$ cat src/core/usp_pkg.sv
package usp_pkg;

	// ----------------------------------------------------------------
	// Widths and counts
	// ----------------------------------------------------------------
	localparam int unsigned    USP_CNT_W        = 24;
	localparam int unsigned    USP_VA_W         = 48;
	localparam int unsigned    USP_PA_W         = 44;
	localparam int unsigned    USP_EV_W         = 32;
	localparam int unsigned    USP_EV_USED      = 13;
	localparam int unsigned    USP_SRC_W        = 8;
	localparam logic [23:0]    USP_CNT_RESET    = 24'h000400;
	localparam logic [23:0]    USP_MIN_INTERVAL = 24'h000400;
	localparam logic [47:0]    USP_REC_BYTES    = 48'h000000000040;

	// ----------------------------------------------------------------
	// Event field bit positions
	// ----------------------------------------------------------------
	localparam int unsigned    USP_EV_EXCEPTION = 0;
	localparam int unsigned    USP_EV_RETIRED   = 1;
	localparam int unsigned    USP_EV_L1D_ACC   = 2;
	localparam int unsigned    USP_EV_L1D_REF   = 3;
	localparam int unsigned    USP_EV_TLB_ACC   = 4;
	localparam int unsigned    USP_EV_DTLB_WALK = 5;
	localparam int unsigned    USP_EV_NOT_TAKEN = 6;
	localparam int unsigned    USP_EV_MISPRED   = 7;
	localparam int unsigned    USP_EV_LLC_ACC   = 8;
	localparam int unsigned    USP_EV_LLC_MISS  = 9;
	localparam int unsigned    USP_EV_REMOTE    = 10;
	localparam int unsigned    USP_EV_ALIGN     = 11;
	localparam int unsigned    USP_EV_LATE_PF   = 12;

	// ----------------------------------------------------------------
	// Data source codes
	// ----------------------------------------------------------------
	localparam logic [7:0]     USP_SRC_L1D      = 8'h00;
	localparam logic [7:0]     USP_SRC_L2       = 8'h08;
	localparam logic [7:0]     USP_SRC_PEER_CPU = 8'h09;
	localparam logic [7:0]     USP_SRC_LOCAL_CL = 8'h0a;
	localparam logic [7:0]     USP_SRC_SYS_CACHE = 8'h0b;
	localparam logic [7:0]     USP_SRC_PEER_CL  = 8'h0c;
	localparam logic [7:0]     USP_SRC_REMOTE   = 8'h0d;
	localparam logic [7:0]     USP_SRC_DRAM     = 8'h0e;

	// ----------------------------------------------------------------
	// Completion kinds and profiler states
	// ----------------------------------------------------------------
	localparam logic [1:0]     USP_DONE_RETIRE  = 2'h0;
	localparam logic [1:0]     USP_DONE_ABORT   = 2'h1;
	localparam logic [1:0]     USP_DONE_FLUSH   = 2'h2;

	typedef enum logic [2:0] {
		USP_IDLE      = 3'h0,
		USP_TRACK     = 3'h1,
		USP_XLAT_REQ  = 3'h2,
		USP_XLAT_WAIT = 3'h3,
		USP_PUSH      = 3'h4
	} usp_state_t;

	function automatic logic usp_src_legal(input logic [7:0] code);
		logic ok;
		ok = 1'b0;
		unique case (code)
			USP_SRC_L1D, USP_SRC_L2, USP_SRC_PEER_CPU, USP_SRC_LOCAL_CL,
			USP_SRC_SYS_CACHE, USP_SRC_PEER_CL, USP_SRC_REMOTE, USP_SRC_DRAM: ok = 1'b1;
			default: ok = 1'b0;
		endcase
		return ok;
	endfunction : usp_src_legal

endpackage : usp_pkg

$ cat src/core/usp_buf.sv
`timescale 1ns/1ps
module usp_buf import usp_pkg::*; #(
	parameter int unsigned W     = 8,
	parameter int unsigned DEPTH = 2
) (
	input  wire logic         clk,
	input  wire logic         resetn,
	input  wire logic         in_valid,
	output logic              in_ready,
	input  wire logic [W-1:0] in_data,
	output logic              out_valid,
	input  wire logic         out_ready,
	output logic [W-1:0]      out_data
);

	localparam int unsigned AW = (DEPTH > 1) ? $clog2(DEPTH) : 1;

	typedef struct packed {
		logic [DEPTH-1:0][W-1:0] mem;
		logic [AW-1:0]           wp;
		logic [AW-1:0]           rp;
		logic [AW:0]             cnt;
	} usp_buf_st_t;

	usp_buf_st_t s_q;
	usp_buf_st_t s_d;
	logic        push;
	logic        pop;

	// Full and empty come straight from the occupancy count.
	assign in_ready  = (s_q.cnt != (AW+1)'(DEPTH));
	assign out_valid = (s_q.cnt != '0);
	assign out_data  = s_q.mem[s_q.rp];
	assign push      = in_valid & in_ready;
	assign pop       = out_valid & out_ready;

	always_comb begin
		s_d = s_q;
		if (push) begin
			s_d.mem[s_q.wp] = in_data;
			s_d.wp = (s_q.wp == AW'(DEPTH-1)) ? '0 : s_q.wp + 1'b1;
		end
		if (pop) begin
			s_d.rp = (s_q.rp == AW'(DEPTH-1)) ? '0 : s_q.rp + 1'b1;
		end
		s_d.cnt = s_q.cnt + {{AW{1'b0}}, push} - {{AW{1'b0}}, pop};
	end

	always_ff @(posedge clk or negedge resetn) begin
		if (!resetn) begin
			s_q <= '0;
		end else begin
			s_q <= s_d;
		end
	end

endmodule : usp_buf

$ cat src/core/usp_profiler.sv
`timescale 1ns/1ps
// Operation
// - Counter decrements once per dispatched micro-op.
// - Counter zero selects dispatching micro-op as sample; here only in USP_IDLE, otherwise the counter just reloads.
// - Samples are micro-ops, not whole instructions.
// - Tag sample; collect characteristics in internal registers.
// - Record written only after retire, abort, flush.
// - Minimum interval reported in identification field.
// - Record virtual address translated before memory write.
// - 32-bit event field, bits 31:13 reserved.
// - Bit 2 L1D access, bit 3 refill.
// - Bit 8 LLC access, bit 9 miss.
// - Load/store records carry 8-bit data source.
// - Only listed data-source codes are ever produced.
// - Never stall dispatch; only record path waits.
// - Disabled or top level: no samples, counter frozen.
module usp_profiler import usp_pkg::*; #(
	parameter int unsigned ID_W  = 8,
	parameter int unsigned DEPTH = 2
) (
	input  wire logic                  clk,
	input  wire logic                  resetn,
	input  wire logic                  prof_enable,
	input  wire logic                  el_top,
	input  wire logic [USP_CNT_W-1:0]  interval,
	input  wire logic [USP_VA_W-1:0]   base_va,
	output logic [USP_CNT_W-1:0]       profiling_id_register,
	input  wire logic                  disp_valid,
	input  wire logic [ID_W-1:0]       disp_uop_id,
	input  wire logic                  disp_is_ldst,
	output logic                       sample_tag,
	output logic                       tag_active,
	output logic [ID_W-1:0]            tag_uop_id,
	input  wire logic                  evt_valid,
	input  wire logic [ID_W-1:0]       evt_uop_id,
	input  wire logic [USP_EV_USED-1:0] evt_bits,
	input  wire logic                  src_valid,
	input  wire logic [ID_W-1:0]       src_uop_id,
	input  wire logic [USP_SRC_W-1:0]  src_code,
	input  wire logic                  done_valid,
	input  wire logic [ID_W-1:0]       done_uop_id,
	input  wire logic [1:0]            done_kind,
	output logic                       xlat_req_valid,
	input  wire logic                  xlat_req_ready,
	output logic [USP_VA_W-1:0]        xlat_va,
	input  wire logic                  xlat_rsp_valid,
	input  wire logic [USP_PA_W-1:0]   xlat_pa,
	input  wire logic                  xlat_fault,
	output logic                       fault,
	output logic                       mem_valid,
	input  wire logic                  mem_ready,
	output logic [USP_PA_W-1:0]        mem_pa,
	output logic [USP_EV_W-1:0]        mem_events,
	output logic [USP_SRC_W-1:0]       mem_source,
	output logic                       mem_ldst
);

	// ----------------------------------------------------------------
	// State
	// ----------------------------------------------------------------
	localparam int unsigned REC_W = USP_PA_W + USP_EV_W + USP_SRC_W + 1;

	typedef struct packed {
		usp_state_t             st;
		logic [USP_CNT_W-1:0]   cnt;
		logic [ID_W-1:0]        tag;
		logic                   ldst;
		logic [USP_EV_USED-1:0] ev;
		logic [USP_SRC_W-1:0]   src;
		logic [USP_VA_W-1:0]    va;
		logic [USP_PA_W-1:0]    pa;
		logic                   fault;
	} usp_prof_st_t;

	usp_prof_st_t            s_q;
	usp_prof_st_t            s_d;
	logic                    active;
	logic                    hit_zero;
	logic [USP_CNT_W-1:0]    reload;
	logic                    buf_in_valid;
	logic                    buf_in_ready;
	logic [REC_W-1:0]        buf_in_data;
	logic [REC_W-1:0]        buf_out_data;
	logic [USP_EV_USED-1:0]  ev_in;
	logic [USP_EV_W-1:0]     ev_rec;

	assign active   = prof_enable & ~el_top;
	assign hit_zero = (s_q.cnt <= USP_CNT_W'(1));
	assign reload   = (interval == '0) ? USP_CNT_W'(1) : interval;

	assign profiling_id_register = USP_MIN_INTERVAL;

	assign sample_tag     = active & disp_valid & hit_zero & (s_q.st == USP_IDLE);
	assign tag_active     = (s_q.st == USP_TRACK);
	assign tag_uop_id     = s_q.tag;
	assign xlat_req_valid = (s_q.st == USP_XLAT_REQ);
	assign xlat_va        = s_q.va;
	assign fault          = s_q.fault;
	assign buf_in_valid   = (s_q.st == USP_PUSH);

	always_comb begin
		ev_in = evt_bits;
		if (evt_bits[USP_EV_L1D_REF]) begin
			ev_in[USP_EV_L1D_ACC] = 1'b1;
		end
		if (evt_bits[USP_EV_LLC_MISS]) begin
			ev_in[USP_EV_LLC_ACC] = 1'b1;
		end
	end

	assign ev_rec      = {{(USP_EV_W-USP_EV_USED){1'b0}}, s_q.ev};
	assign buf_in_data = {s_q.pa, ev_rec, s_q.src, s_q.ldst};

	// ----------------------------------------------------------------
	// Next state
	// ----------------------------------------------------------------
	always_comb begin
		s_d = s_q;
		if (active && disp_valid) begin
			s_d.cnt = hit_zero ? reload : s_q.cnt - 1'b1;
		end
		if (!prof_enable) begin
			s_d.fault = 1'b0;
		end
		unique case (s_q.st)
			USP_IDLE: begin
				if (!prof_enable) begin
					s_d.va = base_va;
				end
				if (sample_tag) begin
					s_d.st   = USP_TRACK;
					s_d.tag  = disp_uop_id;
					s_d.ldst = disp_is_ldst;
					s_d.ev   = '0;
					s_d.src  = USP_SRC_L1D;
				end
			end
			USP_TRACK: begin
				if (evt_valid && evt_uop_id == s_q.tag) begin
					s_d.ev = s_q.ev | ev_in;
				end
				if (src_valid && src_uop_id == s_q.tag && s_q.ldst && usp_src_legal(src_code)) begin
					s_d.src = src_code;
				end
				if (done_valid && done_uop_id == s_q.tag) begin
					s_d.st = USP_XLAT_REQ;
					if (done_kind == USP_DONE_RETIRE) begin
						s_d.ev[USP_EV_RETIRED] = 1'b1;
					end
				end
			end
			USP_XLAT_REQ: begin
				if (xlat_req_ready) begin
					s_d.st = USP_XLAT_WAIT;
				end
			end
			USP_XLAT_WAIT: begin
				if (xlat_rsp_valid) begin
					if (xlat_fault) begin
						s_d.fault = 1'b1;
						s_d.st    = USP_IDLE;
					end else begin
						s_d.pa = xlat_pa;
						s_d.st = USP_PUSH;
					end
				end
			end
			USP_PUSH: begin
				if (buf_in_ready) begin
					s_d.va = s_q.va + USP_REC_BYTES;
					s_d.st = USP_IDLE;
				end
			end
			default: begin
				s_d.st = USP_IDLE;
			end
		endcase
	end

	always_ff @(posedge clk or negedge resetn) begin
		if (!resetn) begin
			s_q     <= '0;
			s_q.st  <= USP_IDLE;
			s_q.cnt <= USP_CNT_RESET;
		end else begin
			s_q <= s_d;
		end
	end

	// ----------------------------------------------------------------
	// Record buffer
	// ----------------------------------------------------------------
	// A stalled memory path holds records here; while it is full the profiler stays in USP_PUSH and no new sample is tagged.
	usp_buf #(
		.W     (REC_W),
		.DEPTH (DEPTH)
	) u_buf (
		.clk       (clk),
		.resetn    (resetn),
		.in_valid  (buf_in_valid),
		.in_ready  (buf_in_ready),
		.in_data   (buf_in_data),
		.out_valid (mem_valid),
		.out_ready (mem_ready),
		.out_data  (buf_out_data)
	);

	assign mem_pa     = buf_out_data[REC_W-1 -: USP_PA_W];
	assign mem_events = buf_out_data[USP_EV_W+USP_SRC_W -: USP_EV_W];
	assign mem_source = buf_out_data[USP_SRC_W -: USP_SRC_W];
	assign mem_ldst   = buf_out_data[0];

	// ----------------------------------------------------------------
	// Assertions
	// ----------------------------------------------------------------
	property p_count_down;
		@(posedge clk) disable iff (!resetn)
		(active && disp_valid && !hit_zero) |=> (s_q.cnt == $past(s_q.cnt) - 1'b1);
	endproperty
	a_count_down: assert property (p_count_down) else $error("counter did not step by one");

	property p_sample_cause;
		@(posedge clk) disable iff (!resetn)
		sample_tag |-> (disp_valid && active && hit_zero) ##1 (s_q.st == USP_TRACK);
	endproperty
	a_sample_cause: assert property (p_sample_cause) else $error("sample without zero count");

	property p_tag_id;
		@(posedge clk) disable iff (!resetn)
		sample_tag |=> (tag_uop_id == $past(disp_uop_id)) && tag_active;
	endproperty
	a_tag_id: assert property (p_tag_id) else $error("wrong micro-op tagged");

	property p_collect;
		@(posedge clk) disable iff (!resetn)
		(tag_active && evt_valid && evt_uop_id == s_q.tag) |=> ((s_q.ev & $past(evt_bits)) == $past(evt_bits));
	endproperty
	a_collect: assert property (p_collect) else $error("event bits not held");

	property p_write_after_done;
		@(posedge clk) disable iff (!resetn)
		(tag_active && !(done_valid && done_uop_id == s_q.tag)) |=> !xlat_req_valid;
	endproperty
	a_write_after_done: assert property (p_write_after_done) else $error("record before completion");

	property p_xlat_first;
		@(posedge clk) disable iff (!resetn)
		buf_in_valid |-> $past(s_q.st == USP_XLAT_WAIT) || $past(buf_in_valid);
	endproperty
	a_xlat_first: assert property (p_xlat_first) else $error("record pushed untranslated");

	property p_reserved_zero;
		@(posedge clk) disable iff (!resetn)
		mem_valid |-> (mem_events[31:13] == '0);
	endproperty
	a_reserved_zero: assert property (p_reserved_zero) else $error("reserved event bits set");

	property p_cache_pairs;
		@(posedge clk) disable iff (!resetn)
		mem_valid |-> (!mem_events[3] || mem_events[2]) && (!mem_events[9] || mem_events[8]);
	endproperty
	a_cache_pairs: assert property (p_cache_pairs) else $error("miss or refill without access");

	property p_source_legal;
		@(posedge clk) disable iff (!resetn)
		mem_valid |-> usp_src_legal(mem_source) && (mem_ldst || mem_source == USP_SRC_L1D);
	endproperty
	a_source_legal: assert property (p_source_legal) else $error("reserved data source");

	property p_frozen;
		@(posedge clk) disable iff (!resetn)
		!active |-> !sample_tag ##1 (s_q.cnt == $past(s_q.cnt));
	endproperty
	a_frozen: assert property (p_frozen) else $error("counter moved while disabled");

	property p_reload;
		@(posedge clk) disable iff (!resetn)
		(active && disp_valid && hit_zero) |=> (s_q.cnt == $past(reload));
	endproperty
	a_reload: assert property (p_reload) else $error("counter not reloaded");

	property p_min_interval;
		@(posedge clk) disable iff (!resetn)
		profiling_id_register == USP_MIN_INTERVAL;
	endproperty
	a_min_interval: assert property (p_min_interval) else $error("interval field wrong");

	property p_cov_record;
		@(posedge clk) disable iff (!resetn)
		mem_valid && mem_ready;
	endproperty
	c_cov_record: cover property (p_cov_record);

	property p_cov_fault;
		@(posedge clk) disable iff (!resetn)
		(s_q.st == USP_XLAT_WAIT) && xlat_rsp_valid && xlat_fault;
	endproperty
	c_cov_fault: cover property (p_cov_fault);

	property p_cov_stall;
		@(posedge clk) disable iff (!resetn)
		buf_in_valid && !buf_in_ready;
	endproperty
	c_cov_stall: cover property (p_cov_stall);

endmodule : usp_profiler

$ cat config.mk
export PLATFORM = sky130hd
export DESIGN_NAME = usp_profiler
export DESIGN_NICKNAME = d
export VERILOG_FILES = /design/src/core/usp_pkg.sv /design/src/core/usp_buf.sv /design/src/core/usp_profiler.sv
export SDC_FILE = /design/constraint.sdc
export NUM_CORES = 1
export LEC_CHECK = 0
export ABC_CLOCK_PERIOD_IN_PS = 2450
export BUFFER_PORTS_ARGS = -buffer_cell sky130_fd_sc_hd__buf_2
export CAP_MARGIN = 20
export CORE_ASPECT_RATIO = 0.9
export CORE_MARGIN = 1.5
export CORE_UTILIZATION = 54
export CTS_CLUSTER_DIAMETER = 150
export DETAILED_ROUTE_END_ITERATION = 12
export GPL_TIMING_DRIVEN = 0
export HOLD_SLACK_MARGIN = 0.05
export MAX_ROUTING_LAYER = met4
export PLACE_DENSITY = 0.81
export SLEW_MARGIN = 20
export SYNTH_ARGS = -nofsm -noshare
export SYNTH_HDL_FRONTEND = slang
export SYNTH_SLANG_ARGS = --single-unit
$ cat constraint.sdc
create_clock -name clk -period 2.45 [get_ports clk]
set_input_delay 0.49 -clock clk [delete_from_list [all_inputs] [get_ports clk]]
set_output_delay 0.49 -clock clk [all_outputs]
set_load 0.1 [all_outputs]
==> metrics.yaml, run 1 <==
start_util_pct: 55.5
max_freq_mhz: 354
r2r_start: "s_q[141]"
htreeDepth: 1
max_cap_violations: 0
synth_simple_gate_area_share_pct: 13.4
area_delta_synth_final_pct: 26.6
clk_latency_ns: 0.54
fin_skew_ns: 0.0118
wl_per_cell_um: 19.3
synth_ff_type: "dfrtp_1"
io_pins: 354
crit_path_start_kind: "flip-flop"
synthAdderAreaFrac_pct: 0.429
syn-cell-area_um2: 14600
hold_viol: 0
ys_top_cells_by_area: "dfrtp_1 49%, mux2_2 19%, buf_4 5.2%, nand2_1 2.9%, a21oi_1 1.8%"
cts_buffers: 29
timing.final.crit_share_pct: 115
cp_cell_sequence: "or4_4 -> nor4_4 -> nand3_2 -> nor2b_4 -> buf_12"
cp.required_ns: 1.96
synth_compound_area_share_pct: 8.93
cts.reportedPaths.clkPinSlew_ns: 0.06
rsz0062_at_grt: "yes"
setup_ws_ns: -0.379
syn_inst: 1308
die_h_um: 159
synth.area.mux_share_pct: 18.8
finalSetupViolations: 9
synth-xor-area-share_pct: 1.74
drc: 0
cts_tree: "yes"
gp_congestion: 0.948
ys_seq_elements: 286
core_area_um2: 26300
finalSetupTns_ns: -0.447
clkSinkCount: 286
dp_hpwl_mm: 28.8
fp.dieArea_um2: 28000
synth_warnings: 0
violations: "negative setup slack"
synth_largest_area_cell: "dfrtp_1"
cp_slowest_cell: "or4_4"
netlist.area_leader.share_pct: 48.9
drt_iter0_markers: 1064
leakage_nw: 9.35
routed_wl_mm: 40.4
grt_max_degree: 101
num-nets-final: 1907
overflow: 0
worstSetupPathType: "reg2out"
num_vias: 11900
peakVddDrop_mv: 1.01
cp.arrival_ns: 2.34
synth_edf_count: 0
p_per_area_nw_per_um2: 996
synth_top_family_by_area: "multiplexers"
slowest_delay_ns: 0.57
post-route-min-period_ns: 2.83
hold_class: "in2reg"
cts_buffer_depth: 3
avgSynthCellArea_um2: 11.1
yosysMostFrequentCell: "dfrtp_1"
async_reset_ff_share_pct: 100
tightest_slew_ns: 0.744
endpoint: "sample_tag"
power_mw: 18.4
rows: 56
max-slew-margin-rel_pct: 49.7
crit_start: "s_q[130]"
grt_pass1_vias: 11900
critPathMaxFanout: 4
drive_gt1_share_pct: 46.6
rrSetupSlack_ns: -0.02
place_inst: 2010
grt_pass1_wl_mm: 63.5
die_width_um: 176
numPortBuffers: 310
routed_via_density: 5.70
reg2reg_to: "buf_in_data[10]"
instances_no_fill: 2093
postLayoutCoreUtil_pct: 70.2
first_pass_iters: 5
grt.total_usage_pct: 29.3
ys_seq_area_share_pct: 49.1
reg2reg_depth: 6
slew_viol_final: 0
ys_top_cells_by_count: "285 x dfrtp_1, 241 x mux2_2, 112 x nand2_1, 101 x buf_4, 56 x nor2_1"
status: "complete, but fails checks"
cts_root_buf: "clkbuf_16"
netlist-cell-type-count: 76
cp-end-kind: "output port"
antenna_found_initial: 5
detail-route-antenna-nets: 0
==> report_power, final <==
part,switching [mW],internal [mW]
logic,5.45,2.13
registers,0.805,5.32
clock network,1.87,2.80
==> worst max-delay path: cells and delay by family (launching register included) <==
| family | cells | cell delay, ns |
|---|---|---|
| buffers and inverters | 1 | 0.18 |
| DFF | 1 | 0.42 |
| and+or+nand+nor | 4 | 1.20 |
==> cell families after synthesis <==
group,count (synthesis)
other,2
muxes,243
AOI/OAI and AO/OA,198
buffers and inverters,184
adders and majority gates,5
and+or+nand+nor,361
DFF,286
xor gates and xnor gates,29
==> flip-flops by register name, summed over array words and instances (netlist names) <==
register and cells:
u_buf.s_q 136, buf_in_data 66, xlat_va 48, s_q 27, tag_uop_id 8, fault 1
==> worst min-delay path by stage <==
stage	slack (ns)	end	start	cells past startpoint
6_report	0.14	xlat_va[5]	base_va[5]	3
5_1_grt	0.14	tag_uop_id[3]	disp_uop_id[3]	3
4_1_cts	0.12	tag_uop_id[2]	disp_uop_id[2]	3
3_5_place_dp	0.37	tag_uop_id[7]	resetn	1
3_3_place_gp	0.46	u_buf.s_q[100]	u_buf.s_q[100]	2
2_1_floorplan	0.19	buf_in_data[0]	resetn	0
==> layer usage <==
layer / global-route usage (%) / vias to the layer above / part of all wire, %
met4: 10.1 / 0 / 3.2
met5: - / - / 0
met1: 38.1 / 5850 / 41
met3: 4.31 / 104 / 7.4
met2: 46.9 / 558 / 49
li1: - / 5415 / -
==> per-stage QoR <==
stage	area [µm²]	hold slack, ns	setup WS, ns
after floorplan	14800	0.194	-0.153
after global placement	16700	0.458	-4.36
after detailed placement	16800	0.374	-0.528
after CTS	18200	0.124	-0.469
after global routing	18500	0.141	-0.424
final	18500	0.144	-0.379
==> placed cells by master (no fill, tap or decap), types with 13 or more instances in the layout <==
master	count
o21ai_0	33
mux2_2	241
nor4_1	20
clkbuf_1	22
o22ai_1	17
a21oi_1	53
nor3_1	15
a2bb2oi_1	13
buf_6	32
buf_4	136
clkbuf_2	15
nor2_1	56
conb_1	43
a22o_1	15
buf_2	277
nand4_1	33
dfrtp_1	284
clkbuf_16	29
nand2_1	110
inv_1	20
xnor2_1	21
nand3_1	38
==> area by class of cell <==
type | instances | area (µm²)
diodes | 5 | 12.5
plain buffers | 159 | 1090
clock buffers | 41 | 841
clock inverters | 12 | 168
fillers | 1892 | 7820
inverters | 21 | 78.8
multi-input cells | 879 | 6570
flip-flops and latches | 286 | 7160
well taps | 348 | 435
repair buffers | 342 | 2100
==> repair_timing <==
action	CTS	global route
hold endpoints to repair	30	0
setup endpoints to repair	295	255
pin swaps	8	8
hold buffers	1	0
gates resized for setup	83	49
buffers inserted	14	14
No activity file was read; power rests on OpenSTA's default activity.
==> run 2: changes to the inputs <==
Settings changed: CORE_MARGIN 1.5 to 2.
==> run 2 against run 1 <==
  * The run still ends with negative setup slack left
  * Via count grew 1.1%
  * Sequential power is essentially flat
  * Register-to-register slack gained 0.09 ns
  * Clock power grew 6.9%
  * Routed wire length grew 3.2%
  * Worst hold slack lost 0.016 ns
  * Critical path depth grew 1
  * Fmax shrank 0.76%
  * Clock skew grew 0.00080 ns
  * Critical endpoint unchanged
==> metrics.yaml, run 2 (same netlist as run 1, synthesis figures left out) <==
drive_gt1_share_pct: 47.3  # +0.72 points
multi_input_area_um2: 6600  # +0.36%
die_h_um: 160  # +0.63%
final_cell_area_um2: 18500  # +0.48%
cts_root_buf: "clkbuf_16"
p_per_area_nw_per_um2: 1010  # +1.5%
postLayoutCoreUtil_pct: 69.3  # -0.90 points
peakVddDrop_mv: 0.896  # -11%
critPathMaxFanout: 2  # -2
cts_buffers: 29  # unchanged
cp.required_ns: 1.96  # about the same
status: "complete, but fails checks"
htreeDepth: 1  # unchanged
die_width_um: 177  # +0.57%
num-nets-final: 1905  # -0.10%
grt_pass1_vias: 12200  # +2.6%
drc: 0  # unchanged
cts_buffer_depth: 3  # unchanged
fin_skew_ns: 0.0126  # +0.000800 ns
grt_max_degree: 102  # +0.99%
area_delta_synth_final_pct: 27.2
grt.total_usage_pct: 29.8  # +0.52 points
cts.reportedPaths.clkPinSlew_ns: 0.07  # about the same
finalSetupTns_ns: -0.400  # +0.0465 ns
cp_top_family: "simple AND/OR/NAND/NOR gates"
timing.final.crit_share_pct: 116  # +0.88 points
num_vias: 12100  # +1.1%
wl_per_cell_um: 19.9  # +3.0%
finalSetupViolations: 1  # -8
cp_cell_sequence: "or4_4 -> buf_6 -> nor4_4 -> nand3_2 -> nor2b_4 -> buf_12"
io_pins: 354  # unchanged
rsz0062_at_grt: "yes"
post-route-min-period_ns: 2.85  # +0.0216 ns
numPortBuffers: 310  # unchanged
fp.dieArea_um2: 28300  # +1.2%
start_util_pct: 54.5  # -0.97 points
placed_area_um2: 16800  # about the same
slew_viol_final: 0  # unchanged
worstSetupPathType: "reg2out"
tightest_slew_ns: 0.703  # -0.0410 ns
routed_wl_mm: 41.7  # +3.2%
cp_num_cells: 6  # +1
rows: 57  # +1.8%
seqCellArea_um2: 7160  # about the same
core_area_um2: 26700  # +1.8%
dp_hpwl_mm: 29.7  # +3.3%
clkSinkCount: 286  # unchanged
largest_register_ffs: 136  # unchanged
gp_congestion: 0.929  # -2.0%
slowest_delay_ns: 0.53  # -0.04 ns
max_cap_violations: 0  # unchanged
routed_via_density: 5.75  # +0.87%
max_flop_register: "u_buf.s_q"
cp-end-kind: "output port"
crit_path_start_kind: "flip-flop"
overflow: 0  # unchanged
drt_iter0_markers: 1022  # -3.9%
mostFrequentLayoutCell: "dfrtp_1"
grt_pass1_wl_mm: 65.0  # +2.4%
max-slew-margin-rel_pct: 52.5  # +2.8 points
clk_latency_ns: 0.55  # about the same
hold_viol: 0  # unchanged
critPathBufInv: 2  # +1
detail-route-antenna-nets: 0  # unchanged
cp.arrival_ns: 2.36  # +0.02 ns
n_fill_cell: 1954  # +3.3%
min_path_cells: 3  # unchanged
max_freq_mhz: 351  # -0.76%
final_cell_mix: "283 x dfrtp_1, 276 x buf_2, 241 x mux2_2"
post-place-ws_ns: -0.526  # +0.00275 ns
antenna_found_initial: 4  # -1
reg2reg_depth: 7  # +1
violations: "negative setup slack"
hold_class: "in2reg"
leakage_nw: 9.34  # about the same
setup_ws_ns: -0.400  # -0.0216 ns
cts_tree: "yes"
first_pass_iters: 5  # unchanged
cp_slowest_cell: "or4_4"
[run 2: repair_timing]
item,in CTS,in global routing
setup buffers,14,11
hold buffers,1,0
endpoints found under the hold margin,50,0
pin swaps,7,9
resized for setup,95,46
setup endpoints to repair,295,241
[run 2: path summary, 6_finish.rpt]
kind                                     start             to  slack (ns)
worst min register to register      xlat_va[3]     xlat_va[3]        0.48
min in group asynchronous               resetn       s_q[130]        0.44
worst max-delay path                  s_q[131]     sample_tag       -0.40
worst min-delay path            disp_uop_id[3]  tag_uop_id[3]        0.13
max in group asynchronous               resetn  u_buf.s_q[71]        0.74
worst max register to register        s_q[131]       s_q[146]        0.07
[run 2: report_power, final]
part / switching [mW] / total (mW) / internal (mW) / leakage (nW)
registers: 0.806 / 6.13 / 5.32 / 3.82
logic: 5.48 / 7.63 / 2.15 / 5.01
clock network: 1.97 / 4.99 / 3.02 / 0.510
[run 2: layer usage]
layer  vias to the layer above  share of wire (%)  global-route usage (%)
met3                       124                7.4                    4.86
met2                       609                 48                    47.3
met1                      5879                 40                    38.0
li1                       5442                  -                       -
met4                         0                4.5                    12.6
met5                         -                  0                       -
[run 2: metrics by stage]
stage / power [mW] / instances / hold slack [ns]
3_5_place_dp: 13.4 / 2016 / 0.446
2_1_floorplan: 12.0 / 1349 / 0.194
5_1_grt: 19.5 / 2097 / 0.120
6_report: 18.7 / 2097 / 0.129
3_3_place_gp: 13.3 / 2013 / 0.458
4_1_cts: 18.7 / 2085 / 0.106
[run 2: worst register-to-register path, stage by stage (launching register included)]
cell	delay (ns)
dfrtp_1	0.39
or4_4	0.53
buf_6	0.14
buf_4	0.16
nor3_2	0.44
nand4_1	0.17
mux2_2	0.30
a21o_1	0.15
[run 2: area by class of cell]
cell class                      instances  area share [%]
Antenna cell                            4          0.0540
Buffer                                160            5.99
Clock buffer                           33            4.16
Clock inverter                         21            1.71
Inverter                               21           0.425
Multi-Input combinational cell        879            35.6
Sequential cell                       286            38.6
Tap cell                              354            2.39
Timing Repair Buffer                  339            11.1
==> run 3: changes to the inputs <==
Settings changed: ABC_AREA from default to 1, CORE_UTILIZATION 54 to 55.
==> run 3 against run 2 <==
  * The run still ends with negative setup slack left
  * Largest cell class unchanged
  * Global-route usage is 2.9 points higher
  * Critical endpoint unchanged
  * Die area is 1.3% higher
  * Area after synthesis is 3.3% higher
==> metrics.yaml, run 3 <==
status: "complete, but fails checks"
violations: "negative setup slack"
die_h_um: 161  # +0.67%
grt_pass1_vias: 14200  # +17%
ys_top_cells_by_area: "dfrtp_1 47%, nand2_1 16%, nor2_1 6.0%, buf_4 5.0%, o21ai_1 4.2%"
max-slew-margin-rel_pct: 54.9  # +2.4 points
hold_class: "in2reg"
grt_use_met3_pct: 4.07  # -0.79 points
mostFrequentLayoutCell: "nand2_1"
place_inst: 2721  # +35%
cts_buffer_depth: 3  # unchanged
leakage_nw: 9.87  # +5.6%
p_comb_share_pct: 46.3  # +5.6 points
critPathMaxFanout: 2  # unchanged
yosysMostFrequentCell: "nand2_1"
first_pass_iters: 6  # +1
post-route-min-period_ns: 2.59  # -0.258 ns
clkSinkCount: 286  # unchanged
swShare_pct: 48.0  # +3.9 points
met2_usage_pct: 52.8  # +5.5 points
instances_no_fill: 2794  # +33%
p_int_mw: 9.70  # -7.5%
hp-start: "disp_uop_id[4]"
start_util_pct: 55.8  # +1.3 points
ys_seq_elements: 286  # unchanged
final_cell_mix: "641 x nand2_1, 284 x dfrtp_1, 271 x buf_2"
synth_ff_type: "dfrtp_1"
detail-route-antenna-nets: 0  # unchanged
htreeDepth: 1  # unchanged
dp_hpwl_mm: 32.8  # +10%
fin_skew_ns: 0.0146  # +0.00205 ns
worstSetupPathType: "reg2out"
routed_wl_mm: 45.7  # +9.6%
netlist-cell-type-count: 40  # -47%
async_reset_ff_share_pct: 100  # unchanged
ys_top_cells_by_count: "644 x nand2_1, 285 x dfrtp_1, 241 x nor2_1, 149 x inv_1, 127 x o21ai_1"
drive_gt1_share_pct: 23.6  # -24 points
clk_latency_ns: 0.57  # +0.02 ns
use_met1_pct: 43.9  # +5.9 points
avgSynthCellArea_um2: 7.48  # -33%
cp.required_ns: 1.96  # about the same
grt.total_usage_pct: 32.7  # +2.9 points
hold_viol: 0  # unchanged
p_per_area_nw_per_um2: 984  # -2.7%
max_freq_mhz: 386  # +10%
io_pins: 354  # unchanged
post-place-ws_ns: -0.409  # +0.116 ns
gp_congestion: 0.963  # +3.6%
rows: 57  # unchanged
crit_path_start_kind: "flip-flop"
slew_viol_final: 0  # unchanged
routed_via_density: 5.28  # -8.1%
finalSetupTns_ns: -0.142  # +0.258 ns
cts_tree: "yes"
drc: 0  # unchanged
fp.dieArea_um2: 28700  # +1.3%
drt_iter0_markers: 1396  # +37%
cp-end-kind: "output port"
area_delta_synth_final_pct: 25.9
cts_root_buf: "clkbuf_16"
synth_largest_area_cell: "dfrtp_1"
p_clk_share_pct: 25.5  # -1.1 points
crit_start: "s_q[124]"
die_width_um: 178  # +0.67%
seqPwrFrac_pct: 28.2  # -4.5 points
syn-cell-area_um2: 15000  # +3.3%
r2r_start: "xlat_va[7]"
finalSetupViolations: 1  # unchanged
numPortBuffers: 310  # unchanged
antenna_found_initial: 3  # -1
wl_per_cell_um: 16.4  # -18%
synth_warnings: 0  # unchanged
synth_edf_count: 0  # unchanged
rsz0062_at_grt: "yes"
power.switching_mw: 8.95  # +8.4%
max_cap_violations: 0  # unchanged
syn_inst: 2013  # +54%
peakVddDrop_mv: 0.801  # -11%
grt_max_degree: 100  # -2.0%
overflow: 0  # unchanged
setup_ws_ns: -0.142  # +0.258 ns
largest_register_ffs: 136  # unchanged
netlist.area_leader.share_pct: 47.4  # -1.5 points
timing.final.crit_share_pct: 106  # -11 points
num_vias: 14800  # +22%
max_flop_register: "u_buf.s_q"
cts_buffers: 30  # +3.4%
ys_seq_area_share_pct: 47.6  # -1.5 points
core_area_um2: 27000  # +0.80%
tightest_slew_ns: 0.677  # -0.0261 ns
grt-busiest-layer: "met2"
cp.arrival_ns: 2.10  # -0.26 ns
cts.reportedPaths.clkPinSlew_ns: 0.07  # about the same
grt_pass1_wl_mm: 72.8  # +12%
num-nets-final: 2603  # +37%
## run 3: path summary, 6_finish.rpt
path                                   endpoint  cells after the start  slack [ns]
worst max-delay path                 sample_tag                     10       -0.14
worst min-delay path              tag_uop_id[4]                      3        0.13
worst max register to register      xlat_va[36]                     10        0.22
worst min register to register  buf_in_data[10]                      2        0.49
max in group asynchronous              s_q[132]                      4        0.92
min in group asynchronous       buf_in_data[20]                      2        0.34
## run 3: power groups by stage
stage | clock [mW] | combinational (mW) | sequential (mW)
2_1_floorplan | 0 | 6.36 | 5.21
3_3_place_gp | 0 | 7.68 | 5.29
3_5_place_dp | 0 | 7.74 | 5.30
4_1_cts | 4.81 | 8.49 | 5.22
5_1_grt | 5.03 | 9.02 | 5.28
6_report | 4.75 | 8.64 | 5.26
## run 3: timing repair
| action | in CTS | in global routing |
|---|---|---|
| resized for setup | 137 | 36 |
| hold endpoints to repair | 18 | 0 |
| endpoints found under the setup margin | 67 | 54 |
| hold buffers | 1 | 0 |
| pin swaps | 4 | 7 |
| gates cloned | 0 | 0 |
| setup buffers | 9 | 5 |
## run 3: critical path: stages, from the launching register on
cell and delay (ns):
dfrtp_1 0.42, inv_2 0.12, ha_4 0.16, inv_4 0.04
nand2_4 0.06, nand2_4 0.05, nor2_4 0.11, nand4_4 0.11
nor2_4 0.16, buf_8 0.13, buf_12 0.16
## run 3: cell type report
type / instances / area [µm²]
timing repair buffer: 328 / 2080
fill: 2231 / 8010
clock buffer: 41 / 832
sequential: 286 / 7160
buffer: 178 / 1160
multi-input combinational: 1431 / 6460
tap: 354 / 443
antenna: 3 / 7.51
clock inverter: 14 / 204
inverter: 159 / 599
## run 3: kinds of logic (layout without fill, tap and decap cells)
family | Yosys count | count (layout) | synth area share [%]
buffers and inverters | 337 | 720 | 11.3
AND/OR/NAND/NOR | 1045 | 1045 | 28.2
multiplexers | 6 | 6 | 0.449
AO/OA/AOI/OAI | 307 | 307 | 10.6
adder cells (fa/ha/maj) | 5 | 5 | 0.416
flip-flops | 286 | 286 | 47.6
XOR/XNOR | 25 | 25 | 1.45
other | 2 | 46 | 0.0499
## run 3: metrics by stage
step,cell area (µm²),hold slack (ns),util [%],power [mW]
3_5_place_dp,17300,0.326,64.2,13.0
4_1_cts,18800,0.106,69.8,18.5
6_report,19000,0.129,70.3,18.6
2_1_floorplan,15200,0.194,-,11.6
5_1_grt,19000,0.120,70.3,19.3
3_3_place_gp,17200,0.466,63.8,13.0
## run 3: layer usage
| metal | up-vias | routed length (µm) |
|---|---|---|
| met2 | 665 | 22100 |
| met4 | 0 | 1230 |
| li1 | 7058 | - |
| met3 | 98 | 3550 |
| met1 | 6933 | 18800 |
| met5 | - | 0 |
